`src/hw/pxsc_pkg.sv`:
```
// package: register layout, field positions and types for the crossover control
package pxsc_pkg;

    localparam logic [4:0]  PXSC_REG_INDEX     = 5'h1b;
    localparam int          PXSC_DATA_W        = 16;
    localparam int          PXSC_BIT_SRC_SEL   = 15;
    localparam int          PXSC_BIT_AUTO_EN   = 14;
    localparam int          PXSC_BIT_MAN_STATE = 13;
    localparam int          PXSC_BIT_HB_DIS    = 11;
    localparam int          PXSC_BIT_PLL_REF   = 10;
    localparam int          PXSC_BIT_POL_REV   = 4;
    localparam logic [15:0] PXSC_RESET_VALUE   = 16'h0000;
    localparam logic [15:0] PXSC_WRITE_MASK    = 16'hec00;
    localparam int          PXSC_NUM_PORTS     = 2;

    // crossover modes, gray order along straight -> crossover -> auto
    typedef enum logic [1:0] {
        PXSC_MODE_STRAIGHT = 2'h0,
        PXSC_MODE_CROSS    = 2'h1,
        PXSC_MODE_AUTO     = 2'h3,
        PXSC_MODE_RSVD     = 2'h2
    } pxsc_mode_e;

    // writable control fields of one port
    typedef struct packed {
        logic src_sel;
        logic auto_en;
        logic man_state;
        logic hb_dis;
        logic pll_ref;
    } pxsc_ctrl_s;

    // register access request from the management interface
    typedef struct packed {
        logic        wr;
        logic        rd;
        logic [4:0]  index;
        logic [15:0] wdata;
    } pxsc_req_s;

endpackage : pxsc_pkg

```
`src/hw/pxsc_sync.sv`:
```
// two-flop synchroniser for one bit
module pxsc_sync (
    // clock and reset
    input  wire logic sys_clk_in,
    input  wire logic rst_n_in,
    input  wire logic clk_en_in,
    // data
    input  wire logic d_in,
    output logic      q_out
);
    logic meta_q;

    always_ff @(posedge sys_clk_in or negedge rst_n_in) begin
        if (!rst_n_in) begin
            meta_q <= 1'b0;
            q_out  <= 1'b0;
        end else if (clk_en_in) begin
            meta_q <= d_in;
            q_out  <= meta_q;
        end
    end
endmodule // pxsc_sync

```
`src/hw/pxsc_top.sv`:
```
// per-port crossover special control and indication register
//
// Notes on behaviour
// - Source select set: straps ignored, register bits pick crossover.
// - Source select clear (default): the latched straps pick crossover.
// - Register mode: enable,state 0,0 straight, 0,1 cross, 1,0 automatic.
// - Strap mode: automatic strap wins, else manual strap picks cross.
// - Heartbeat test runs while bit 11 is zero, suppressed while one.
// - While bit 10 is one the 10M receive PLL locks to the reference.
// - While the PLL is forced to reference no 10 Mb/s packet is received.
// - Bit 4 reads the 10BASE-T receive polarity, one reversed, reset zero.
// - Writable control bits clear on a port PHY reset from reset control.
// - That clearing applies only while the basic control PHY reset is set.
// - Latched automatic straps of both ports show in the hardware config.
module pxsc_top
    import pxsc_pkg::*;
#(
    parameter int PORT_SEL = 0
) (
    // clock and reset
    input  wire logic              sys_clk_in,
    input  wire logic              rst_n_in,
    input  wire logic              clk_en_in,
    // management register access
    input  wire pxsc_req_s         req_in,
    output logic [PXSC_DATA_W-1:0] rdata_out,
    output logic                   rdata_valid_out,
    // port phy reset from chip reset control, qualified by basic control
    input  wire logic              port_phy_reset_in,
    input  wire logic              basic_ctrl_phy_rst_in,
    // latched straps of both ports
    input  wire logic [1:0]        auto_strap_in,
    input  wire logic [1:0]        manual_strap_in,
    // polarity detector, asynchronous to this clock
    input  wire logic              polarity_reversed_in,
    // 10M receive data valid from the line
    input  wire logic              rx10_valid_in,
    // decoded controls towards the phy
    output pxsc_mode_e             crossover_mode_out,
    output logic                   heartbeat_test_enable_out,
    output logic                   rx_pll_force_reference_out,
    output logic                   rx10_valid_out,
    // strap state bits for the hardware config register
    output logic [1:0]             hardware_config_register_auto_strap_out
);

    ////////////////////////////////////////////////////////////////////////
    // state

    pxsc_ctrl_s ctrl_q;
    pxsc_ctrl_s ctrl_d;
    logic       pol_sync;
    logic       pol_q;
    logic       hit;
    logic       do_write;
    logic       phy_clear;
    logic       own_auto;
    logic       own_manual;
    pxsc_mode_e reg_mode;
    pxsc_mode_e strap_mode;
    logic [PXSC_DATA_W-1:0] reg_value;
    logic [PXSC_DATA_W-1:0] rdata_d;

    ////////////////////////////////////////////////////////////////////////
    // polarity input crossing

    pxsc_sync u_pol_sync (
        .sys_clk_in (sys_clk_in),
        .rst_n_in   (rst_n_in),
        .clk_en_in  (clk_en_in),
        .d_in       (polarity_reversed_in),
        .q_out      (pol_sync)
    );

    ////////////////////////////////////////////////////////////////////////
    // register decode and write

    assign hit       = (req_in.index == PXSC_REG_INDEX);
    assign do_write  = req_in.wr && hit;
    assign phy_clear = port_phy_reset_in && basic_ctrl_phy_rst_in;

    always_comb begin
        ctrl_d = ctrl_q;
        if (phy_clear) begin
            ctrl_d = '0;
        end else if (do_write) begin
            // only the writable positions are taken
            ctrl_d.src_sel   = req_in.wdata[PXSC_BIT_SRC_SEL];
            ctrl_d.auto_en   = req_in.wdata[PXSC_BIT_AUTO_EN];
            ctrl_d.man_state = req_in.wdata[PXSC_BIT_MAN_STATE];
            ctrl_d.hb_dis    = req_in.wdata[PXSC_BIT_HB_DIS];
            ctrl_d.pll_ref   = req_in.wdata[PXSC_BIT_PLL_REF];
        end
    end

    always_ff @(posedge sys_clk_in or negedge rst_n_in) begin
        if (!rst_n_in) begin
            ctrl_q <= '0;
            pol_q  <= 1'b0;
        end else if (clk_en_in) begin
            ctrl_q <= ctrl_d;
            pol_q  <= pol_sync;
        end
    end

    ////////////////////////////////////////////////////////////////////////
    // read path

    always_comb begin
        reg_value                     = '0;
        reg_value[PXSC_BIT_SRC_SEL]   = ctrl_q.src_sel;
        reg_value[PXSC_BIT_AUTO_EN]   = ctrl_q.auto_en;
        reg_value[PXSC_BIT_MAN_STATE] = ctrl_q.man_state;
        reg_value[PXSC_BIT_HB_DIS]    = ctrl_q.hb_dis;
        reg_value[PXSC_BIT_PLL_REF]   = ctrl_q.pll_ref;
        reg_value[PXSC_BIT_POL_REV]   = pol_q;
    end

    assign rdata_d = (req_in.rd && hit) ? reg_value : '0;

    always_ff @(posedge sys_clk_in or negedge rst_n_in) begin
        if (!rst_n_in) begin
            rdata_out       <= '0;
            rdata_valid_out <= 1'b0;
        end else if (clk_en_in) begin
            rdata_out       <= rdata_d;
            rdata_valid_out <= req_in.rd && hit;
        end
    end

    ////////////////////////////////////////////////////////////////////////
    // crossover decode

    function automatic pxsc_mode_e pxsc_decode(input logic auto_bit,
                                               input logic cross_bit);
        pxsc_mode_e m;
        m = PXSC_MODE_STRAIGHT;
        if (auto_bit) begin
            m = PXSC_MODE_AUTO;
        end else if (cross_bit) begin
            m = PXSC_MODE_CROSS;
        end
        return m;
    endfunction

    assign own_auto   = auto_strap_in[PORT_SEL];
    assign own_manual = manual_strap_in[PORT_SEL];
    // reserved 1,1 pair falls to automatic; software must avoid it
    assign reg_mode   = pxsc_decode(ctrl_q.auto_en, ctrl_q.man_state);
    assign strap_mode = pxsc_decode(own_auto, own_manual);

    assign crossover_mode_out = ctrl_q.src_sel ? reg_mode
                                               : strap_mode;

    ////////////////////////////////////////////////////////////////////////
    // 10M controls

    assign heartbeat_test_enable_out  = !ctrl_q.hb_dis;
    assign rx_pll_force_reference_out = ctrl_q.pll_ref;
    assign rx10_valid_out = rx10_valid_in && !ctrl_q.pll_ref;
    assign hardware_config_register_auto_strap_out      = auto_strap_in;

    ////////////////////////////////////////////////////////////////////////
    // checks

    property p_src_reg;
        @(posedge sys_clk_in) disable iff (!rst_n_in)
        ctrl_q.src_sel && ctrl_q.auto_en && !ctrl_q.man_state |->
            crossover_mode_out == PXSC_MODE_AUTO;
    endproperty
    a_src_reg: assert property (p_src_reg)
        else $error("register mode not followed");

    property p_src_strap;
        @(posedge sys_clk_in) disable iff (!rst_n_in)
        !ctrl_q.src_sel && own_auto |-> crossover_mode_out == PXSC_MODE_AUTO;
    endproperty
    a_src_strap: assert property (p_src_strap)
        else $error("auto strap not honoured");

    property p_strap_manual;
        @(posedge sys_clk_in) disable iff (!rst_n_in)
        !ctrl_q.src_sel && !own_auto |->
            crossover_mode_out == (own_manual ? PXSC_MODE_CROSS
                                              : PXSC_MODE_STRAIGHT);
    endproperty
    a_strap_manual: assert property (p_strap_manual)
        else $error("manual strap not honoured");

    property p_reg_decode;
        @(posedge sys_clk_in) disable iff (!rst_n_in)
        ctrl_q.src_sel && !ctrl_q.auto_en |->
            crossover_mode_out == (ctrl_q.man_state ? PXSC_MODE_CROSS
                                                    : PXSC_MODE_STRAIGHT);
    endproperty
    a_reg_decode: assert property (p_reg_decode)
        else $error("manual register decode wrong");

    property p_heartbeat;
        @(posedge sys_clk_in) disable iff (!rst_n_in)
        clk_en_in && do_write && !phy_clear ##1 1'b1 |->
            heartbeat_test_enable_out != $past(req_in.wdata[PXSC_BIT_HB_DIS]);
    endproperty
    a_heartbeat: assert property (p_heartbeat)
        else $error("heartbeat disable not taken");

    property p_pll_block;
        @(posedge sys_clk_in) disable iff (!rst_n_in)
        rx_pll_force_reference_out |-> !rx10_valid_out;
    endproperty
    a_pll_block: assert property (p_pll_block)
        else $error("10M data passed while pll forced");

    property p_pll_force;
        @(posedge sys_clk_in) disable iff (!rst_n_in)
        clk_en_in && do_write && !phy_clear |=>
            rx_pll_force_reference_out == $past(req_in.wdata[PXSC_BIT_PLL_REF]);
    endproperty
    a_pll_force: assert property (p_pll_force)
        else $error("pll force bit not taken");

    property p_phy_clear;
        @(posedge sys_clk_in) disable iff (!rst_n_in)
        clk_en_in && phy_clear |=> ctrl_q == '0;
    endproperty
    a_phy_clear: assert property (p_phy_clear)
        else $error("phy reset did not clear controls");

    property p_phy_qual;
        @(posedge sys_clk_in) disable iff (!rst_n_in)
        port_phy_reset_in && !basic_ctrl_phy_rst_in && !do_write |=>
            ctrl_q == $past(ctrl_q);
    endproperty
    a_phy_qual: assert property (p_phy_qual)
        else $error("unqualified phy reset changed controls");

    property p_reserved;
        @(posedge sys_clk_in) disable iff (!rst_n_in)
        rdata_valid_out |-> (rdata_out & ~(PXSC_WRITE_MASK
            | (16'h0001 << PXSC_BIT_POL_REV))) == '0;
    endproperty
    a_reserved: assert property (p_reserved)
        else $error("reserved bit read nonzero");

    property p_polarity;
        @(posedge sys_clk_in) disable iff (!rst_n_in)
        clk_en_in && req_in.rd && hit |=>
            rdata_out[PXSC_BIT_POL_REV] == $past(pol_q);
    endproperty
    a_polarity: assert property (p_polarity)
        else $error("polarity bit mismatch");

    property p_pol_track;
        @(posedge sys_clk_in) disable iff (!rst_n_in)
        clk_en_in |=> pol_q == $past(pol_sync);
    endproperty
    a_pol_track: assert property (p_pol_track)
        else $error("polarity register not following");

    property p_write_fields;
        @(posedge sys_clk_in) disable iff (!rst_n_in)
        clk_en_in && do_write && !phy_clear |=>
            ctrl_q.src_sel == $past(req_in.wdata[PXSC_BIT_SRC_SEL]) &&
            ctrl_q.auto_en == $past(req_in.wdata[PXSC_BIT_AUTO_EN]) &&
            ctrl_q.man_state == $past(req_in.wdata[PXSC_BIT_MAN_STATE]);
    endproperty
    a_write_fields: assert property (p_write_fields)
        else $error("crossover fields not taken");

    property p_other_index;
        @(posedge sys_clk_in) disable iff (!rst_n_in)
        clk_en_in && req_in.wr && !hit && !phy_clear |=>
            ctrl_q == $past(ctrl_q);
    endproperty
    a_other_index: assert property (p_other_index)
        else $error("write to another index changed controls");

    property p_read_idle;
        @(posedge sys_clk_in) disable iff (!rst_n_in)
        clk_en_in && !(req_in.rd && hit) |=>
            !rdata_valid_out && rdata_out == '0;
    endproperty
    a_read_idle: assert property (p_read_idle)
        else $error("read answer without a read");

    property p_pll_free;
        @(posedge sys_clk_in) disable iff (!rst_n_in)
        !rx_pll_force_reference_out |-> rx10_valid_out == rx10_valid_in;
    endproperty
    a_pll_free: assert property (p_pll_free)
        else $error("10M data dropped while pll free");

    // a low clock enable holds the control, polarity and read valid registers
    property p_freeze;
        @(posedge sys_clk_in) disable iff (!rst_n_in)
        !clk_en_in |=> ctrl_q == $past(ctrl_q) && pol_q == $past(pol_q) &&
            rdata_valid_out == $past(rdata_valid_out);
    endproperty
    a_freeze: assert property (p_freeze)
        else $error("state moved with clock enable low");

    property p_strap_cfg;
        @(posedge sys_clk_in) disable iff (!rst_n_in)
        hardware_config_register_auto_strap_out == auto_strap_in;
    endproperty
    a_strap_cfg: assert property (p_strap_cfg)
        else $error("strap state not exposed");

endmodule // pxsc_top

```
`config.mk`:
```
export PLATFORM = sky130hd
export DESIGN_NAME = pxsc_top
export DESIGN_NICKNAME = d
export VERILOG_FILES = /design/src/hw/pxsc_pkg.sv /design/src/hw/pxsc_sync.sv /design/src/hw/pxsc_top.sv
export SDC_FILE = /design/constraint.sdc
export NUM_CORES = 1
export LEC_CHECK = 0
export BUFFER_PORTS_ARGS = -buffer_cell sky130_fd_sc_hd__buf_4
export CAP_MARGIN = 40
export CELL_PAD_IN_SITES_DETAIL_PLACEMENT = 0
export CELL_PAD_IN_SITES_GLOBAL_PLACEMENT = 1
export CORE_MARGIN = 1
export CORE_UTILIZATION = 30
export DETAILED_ROUTE_END_ITERATION = 10
export PLACE_DENSITY_LB_ADDON = 0.1
export REMOVE_ABC_BUFFERS = 1
export SLEW_MARGIN = 5
export SYNTH_ARGS = -nofsm -noshare
export SYNTH_HDL_FRONTEND = slang
export SYNTH_HIERARCHICAL = 1
export SYNTH_SLANG_ARGS = --single-unit
```
`constraint.sdc`:
```
create_clock -name sys_clk_in -period 1.9 [get_ports sys_clk_in]
set_input_delay 0.19 -clock sys_clk_in [delete_from_list [all_inputs] [get_ports sys_clk_in]]
set_output_delay 0.19 -clock sys_clk_in [all_outputs]
set_load 0.02 [all_outputs]
```
# --- After elaboration in Yosys (flattened, before gate mapping) ---
# Cells that the tools add are included.
# W data, S select, Z words.
word_totals:
  regBits: 25
  input_bits: 34
  output_inout_bits: 24
  word_cells: 27
classes:
  n_eq_ne: 1
  muxes: 8
  n_reduce_logical: 8
op_table:
  columns: ["operator", "count"]
  rows:
  - ["$mux W16", 1]
  - ["$mux W5", 2]
  - ["$mux W2", 3]
  - ["$eq A5 B5 Y1 const B", 1]
  - ["$logic_and A1 B1 Y1", 4]
  - ["$logic_not A1 Y1", 2]
  - ["$mux W1", 2]
  - ["$reduce_and A2 Y1", 1]
  - ["$reduce_bool A2 Y1", 1]

# --- Logic depth before layout (Yosys ltp) ---
logic_depth:
  word_depth: 4
  depth_mapped: 4
  depth_no_buf: 3

# --- Hierarchy ---
# Netlist, hierarchy kept.
modules_own_cells:
  columns: ["module", "instances", "cells_each", "area_per_inst_um2", "seq_area_each_um2"]
  rows:
  - ["pxsc_top", 1, 72, 735.7, 325.3]
  - ["pxsc_sync", 1, 4, 72.6, 50.0]

# --- Worst setup path before layout ---
# OpenSTA, ideal clock, no wires.
synth_timing:
  path_type: "register to output"
  from: "register ctrl_q (netlist bit rx_pll_force_reference_out)"
  to: "output rx10_valid_out"
  arrival_time_ns: 0.803
  required_time_ns: 1.710
  slack_ns: 0.907
  stages_incl_launch_ff: 2
  path_buffers: 0
  path_cell_list: "dfrtp_1 > nor2b_1"
synth_between:
  elab_chain_len: 2
synth_lines:
  columns: ["item", "line", "rtl"]
  rows:
  - ["start: declaration", "pxsc_top.sv:50", "pxsc_ctrl_s ctrl_q;"]
  - ["start signal: assignment", "pxsc_top.sv:101", "ctrl_q <= ctrl_d;"]
  - ["$logic_not A1 Y1", "pxsc_top.sv:160", "assign rx10_valid_out = rx10_valid_in && !ctrl_q.pll_ref;"]
  - ["$logic_and A1 B1 Y1", "pxsc_top.sv:160", null]
  - ["end: declaration", "pxsc_top.sv:42", "output logic rx10_valid_out,"]
# No other way between the ends.

# --- Worst setup path in the final report ---
layout_timing:
  from: "register ctrl_q[4] in the netlist's numbering"
  to: "output crossover_mode_out[1]"
layout_between:
  elab_chain_len: 1
layout_lines:
  columns: ["item", "line", "rtl"]
  rows:
  - ["$mux W2", "pxsc_top.sv:152", "assign crossover_mode_out = ctrl_q.src_sel ? reg_mode"]
  - ["end: declaration", "pxsc_top.sv:39", "output pxsc_mode_e crossover_mode_out,"]
# No other way between the ends.

==> impl_metrics.tcl <==
set metrics [dict create \
    status "finished, final reports clean" \
    p_leak_nw 0.520 \
    yosysUniqueCellTypes 22 \
    antenna_left 0 \
    reg2reg_from "rdata_out[14]" \
    worstPathArrival_ns 1.23 \
    wl_per_cell_um 10.6 \
    clk_path_buf_depth 2 \
    root_buffer "clkbuf_4" \
    required_ns 1.71 \
    pin_count 58 \
    fin_skew_ns 0.000335 \
    synth_fa_ha_area_share_pct 0 \
    finalHoldViolations 0 \
    synth_top_area_share_pct 46.4 \
    core_sq_mm 0.00252 \
    post_cts_buffers 0 \
    peakVddDrop_mv 0.334 \
    n_antenna_cell 0 \
    yosys-top-cells-area "dfrtp_1, buf_4, a31o_1" \
    rsz0062_at_grt "no" \
    critPathCaptureType "primary output" \
    ys_warn_count 6 \
    slowest_delay_ns 0.43 \
    dpl_cell_area_sq_mm 0.00102 \
    drt-initial-drc-count 4 \
    synth_top_cell_by_area "dfrtp_1" \
    die_x_um 53.9 \
    antenna_found_initial 0 \
    syn_area_sq_um 808 \
    whs_endpoint "u_pol_sync/meta_q" \
    io_buffers 33 \
    ys_seq_area_share_pct 46.4 \
    via_count 627 \
    overflow 0 \
    r2r_end "rdata_out[14]" \
    synth_compound_area_share_pct 14.9 \
    grt_max_degree 24 \
    ctsHtreeMaxLevel 1 \
    fin_nets 144 \
    power.density_mw_per_mm2 596 \
    vias_per_cell 4.51 \
    r2r_slack_ns 1.10 \
    cts_resized 0 \
    slew_violations 0 \
    synth_xor_area_share_pct 0 \
    cts_hold_buf 1 \
    cp_slowest_cell "dfrtp_1" \
    route.detailed.drc 0 \
    start_util_pct 32.0 \
    critPathMaxFanout 5 \
    reg2reg_depth 2 \
    setup_tns_ns 0 \
    fmax_mhz 706 \
    hp-start "polarity_reversed_in" \
    cts_tree "built" \
    final_common_cell "buf_4" \
    avgSynthCellArea_sq_um 10.6 \
    grt_pass1_wl_mm 2.31 \
    worstSetupStartpointType "register" \
    place.gp.congestion 0.701 \
    synthMuxAreaShare_pct 6.97 \
    min_path_type "in2reg" \
    clock_latency_ns 0.28 \
    crit_chain "mux2_2 > buf_4" \
    clk_pin_slew_ns 0.08 \
    grt_pass1_vias 525 \
    grt_use_total_pct 11.7 \
    cts_buffers 3 \
    final_cell_mix "buf_4, dfrtp_1, conb_1, nor2b_1" \
    setup_viol 0 \
    drt-total-wl_mm 1.47 \
    whs_path_depth 2 \
    chipHeight_um 53.9 \
    syn_to_final_growth_pct 31.3 \
    dieArea_sq_mm 0.00291 \
    final_area_sq_mm 0.00106 \
    period_share_pct 74.5 \
    drt_pass1_iterations 2 \
    dp_hpwl_mm 1.15 \
    synth_simple_gate_area_share_pct 17.6 \
    timing.final.crit_period_ns 1.42 \
    cts_sinks 15 \
    synth-seq-cells 15 \
    maxCapViolCount 0 \
    std_cell_rows 18 \
    crit_type "reg2out" \
    drive_gt1_share_pct 40.4 \
    syn_inst 76 \
    synth_top_family_by_area "simple AND/OR/NAND/NOR gates" \
]
[worst max-delay path: cells and delay by family (launching register included)]
kind / cells / cell delay (ns)
muxes: 1 / 0.36
DFF: 1 / 0.43
buffers and inverters: 1 / 0.16
[worst max-delay path by stage]
stage                                     startpoint                     to  depth (start not counted)
after floorplan           rx_pll_force_reference_out         rx10_valid_out                          1
after global placement                     clk_en_in              ctrl_q[4]                          4
after detailed placement                   clk_en_in              ctrl_q[4]                          4
after CTS                                  ctrl_q[4]  crossover_mode_out[1]                          2
after global routing                       ctrl_q[4]  crossover_mode_out[1]                          2
final                                      ctrl_q[4]  crossover_mode_out[1]                          2
[cell families after synthesis]
| family | count (synthesis) |
|---|---|
| AO/OA/AOI/OAI | 17 |
| buffers and inverters | 16 |
| AND/OR/NAND/NOR | 22 |
| flip-flops | 15 |
| other | 1 |
| multiplexers | 5 |
[per-stage QoR]
stage                     hold slack, ns  power, W  utilization [%]  std cells  setup WS [ns]
after floorplan                   -0.106  0.000395                -         71          0.907
after global placement            0.0550  0.000459             40.6        134          0.780
after detailed placement          0.0536  0.000460             40.6        134          0.770
after CTS                          0.135  0.000639             42.1        139          0.478
after global routing               0.137  0.000667             42.1        139          0.442
final                              0.137  0.000632             42.1        139          0.484
[routing by layer]
| metal | track usage, % | wire length [um] | vias up |
|---|---|---|---|
| met2 | 17.1 | 675 | 31 |
| met4 | 10.5 | 49 | 0 |
| met3 | 1.69 | 81 | 5 |
| li1 | - | - | 313 |
| met1 | 14.7 | 665 | 278 |
| met5 | 0 | 0 | - |
[synthesized netlist by cell type, drive strengths merged]
cell type,number
or3,1
dfrtp,15
nand4,1
nor3,1
buf,14
o211ai,5
nand3,6
o21ai,5
nor2,2
nand3b,1
inv,2
nor2b,7
a21oi,1
nand2,2
mux2,5
conb,1
nand4b,1
a31o,6
[cell type report]
cell class | count | area [sq um]
inverters | 2 | 7.51
flip-flops and latches | 15 | 375
clock buffers | 4 | 26.3
multi-input cells | 54 | 357
repair buffers | 34 | 258
well taps | 30 | 37.5
fillers | 265 | 1460
[power breakdown]
part | internal, W | leakage [nW] | total, W | switching, W
Sequential | 0.000331 | 0.202 | 0.000338 | 0.00000687
Clock | 0.0000816 | 0.0150 | 0.000179 | 0.0000971
Combinational | 0.0000528 | 0.303 | 0.000115 | 0.0000626
Total | 0.000466 | 0.520 | 0.000632 | 0.000167
[flip-flops by register name, summed over array words and instances (netlist names)]
signal / count
u_pol_sync/meta_q: 1
rdata_valid_out: 1
rdata_out: 6
ctrl_q: 4
rx_pll_force_reference_out: 1
u_pol_sync/q_out: 1
pol_q: 1
No activity file was read; power rests on OpenSTA's default activity.
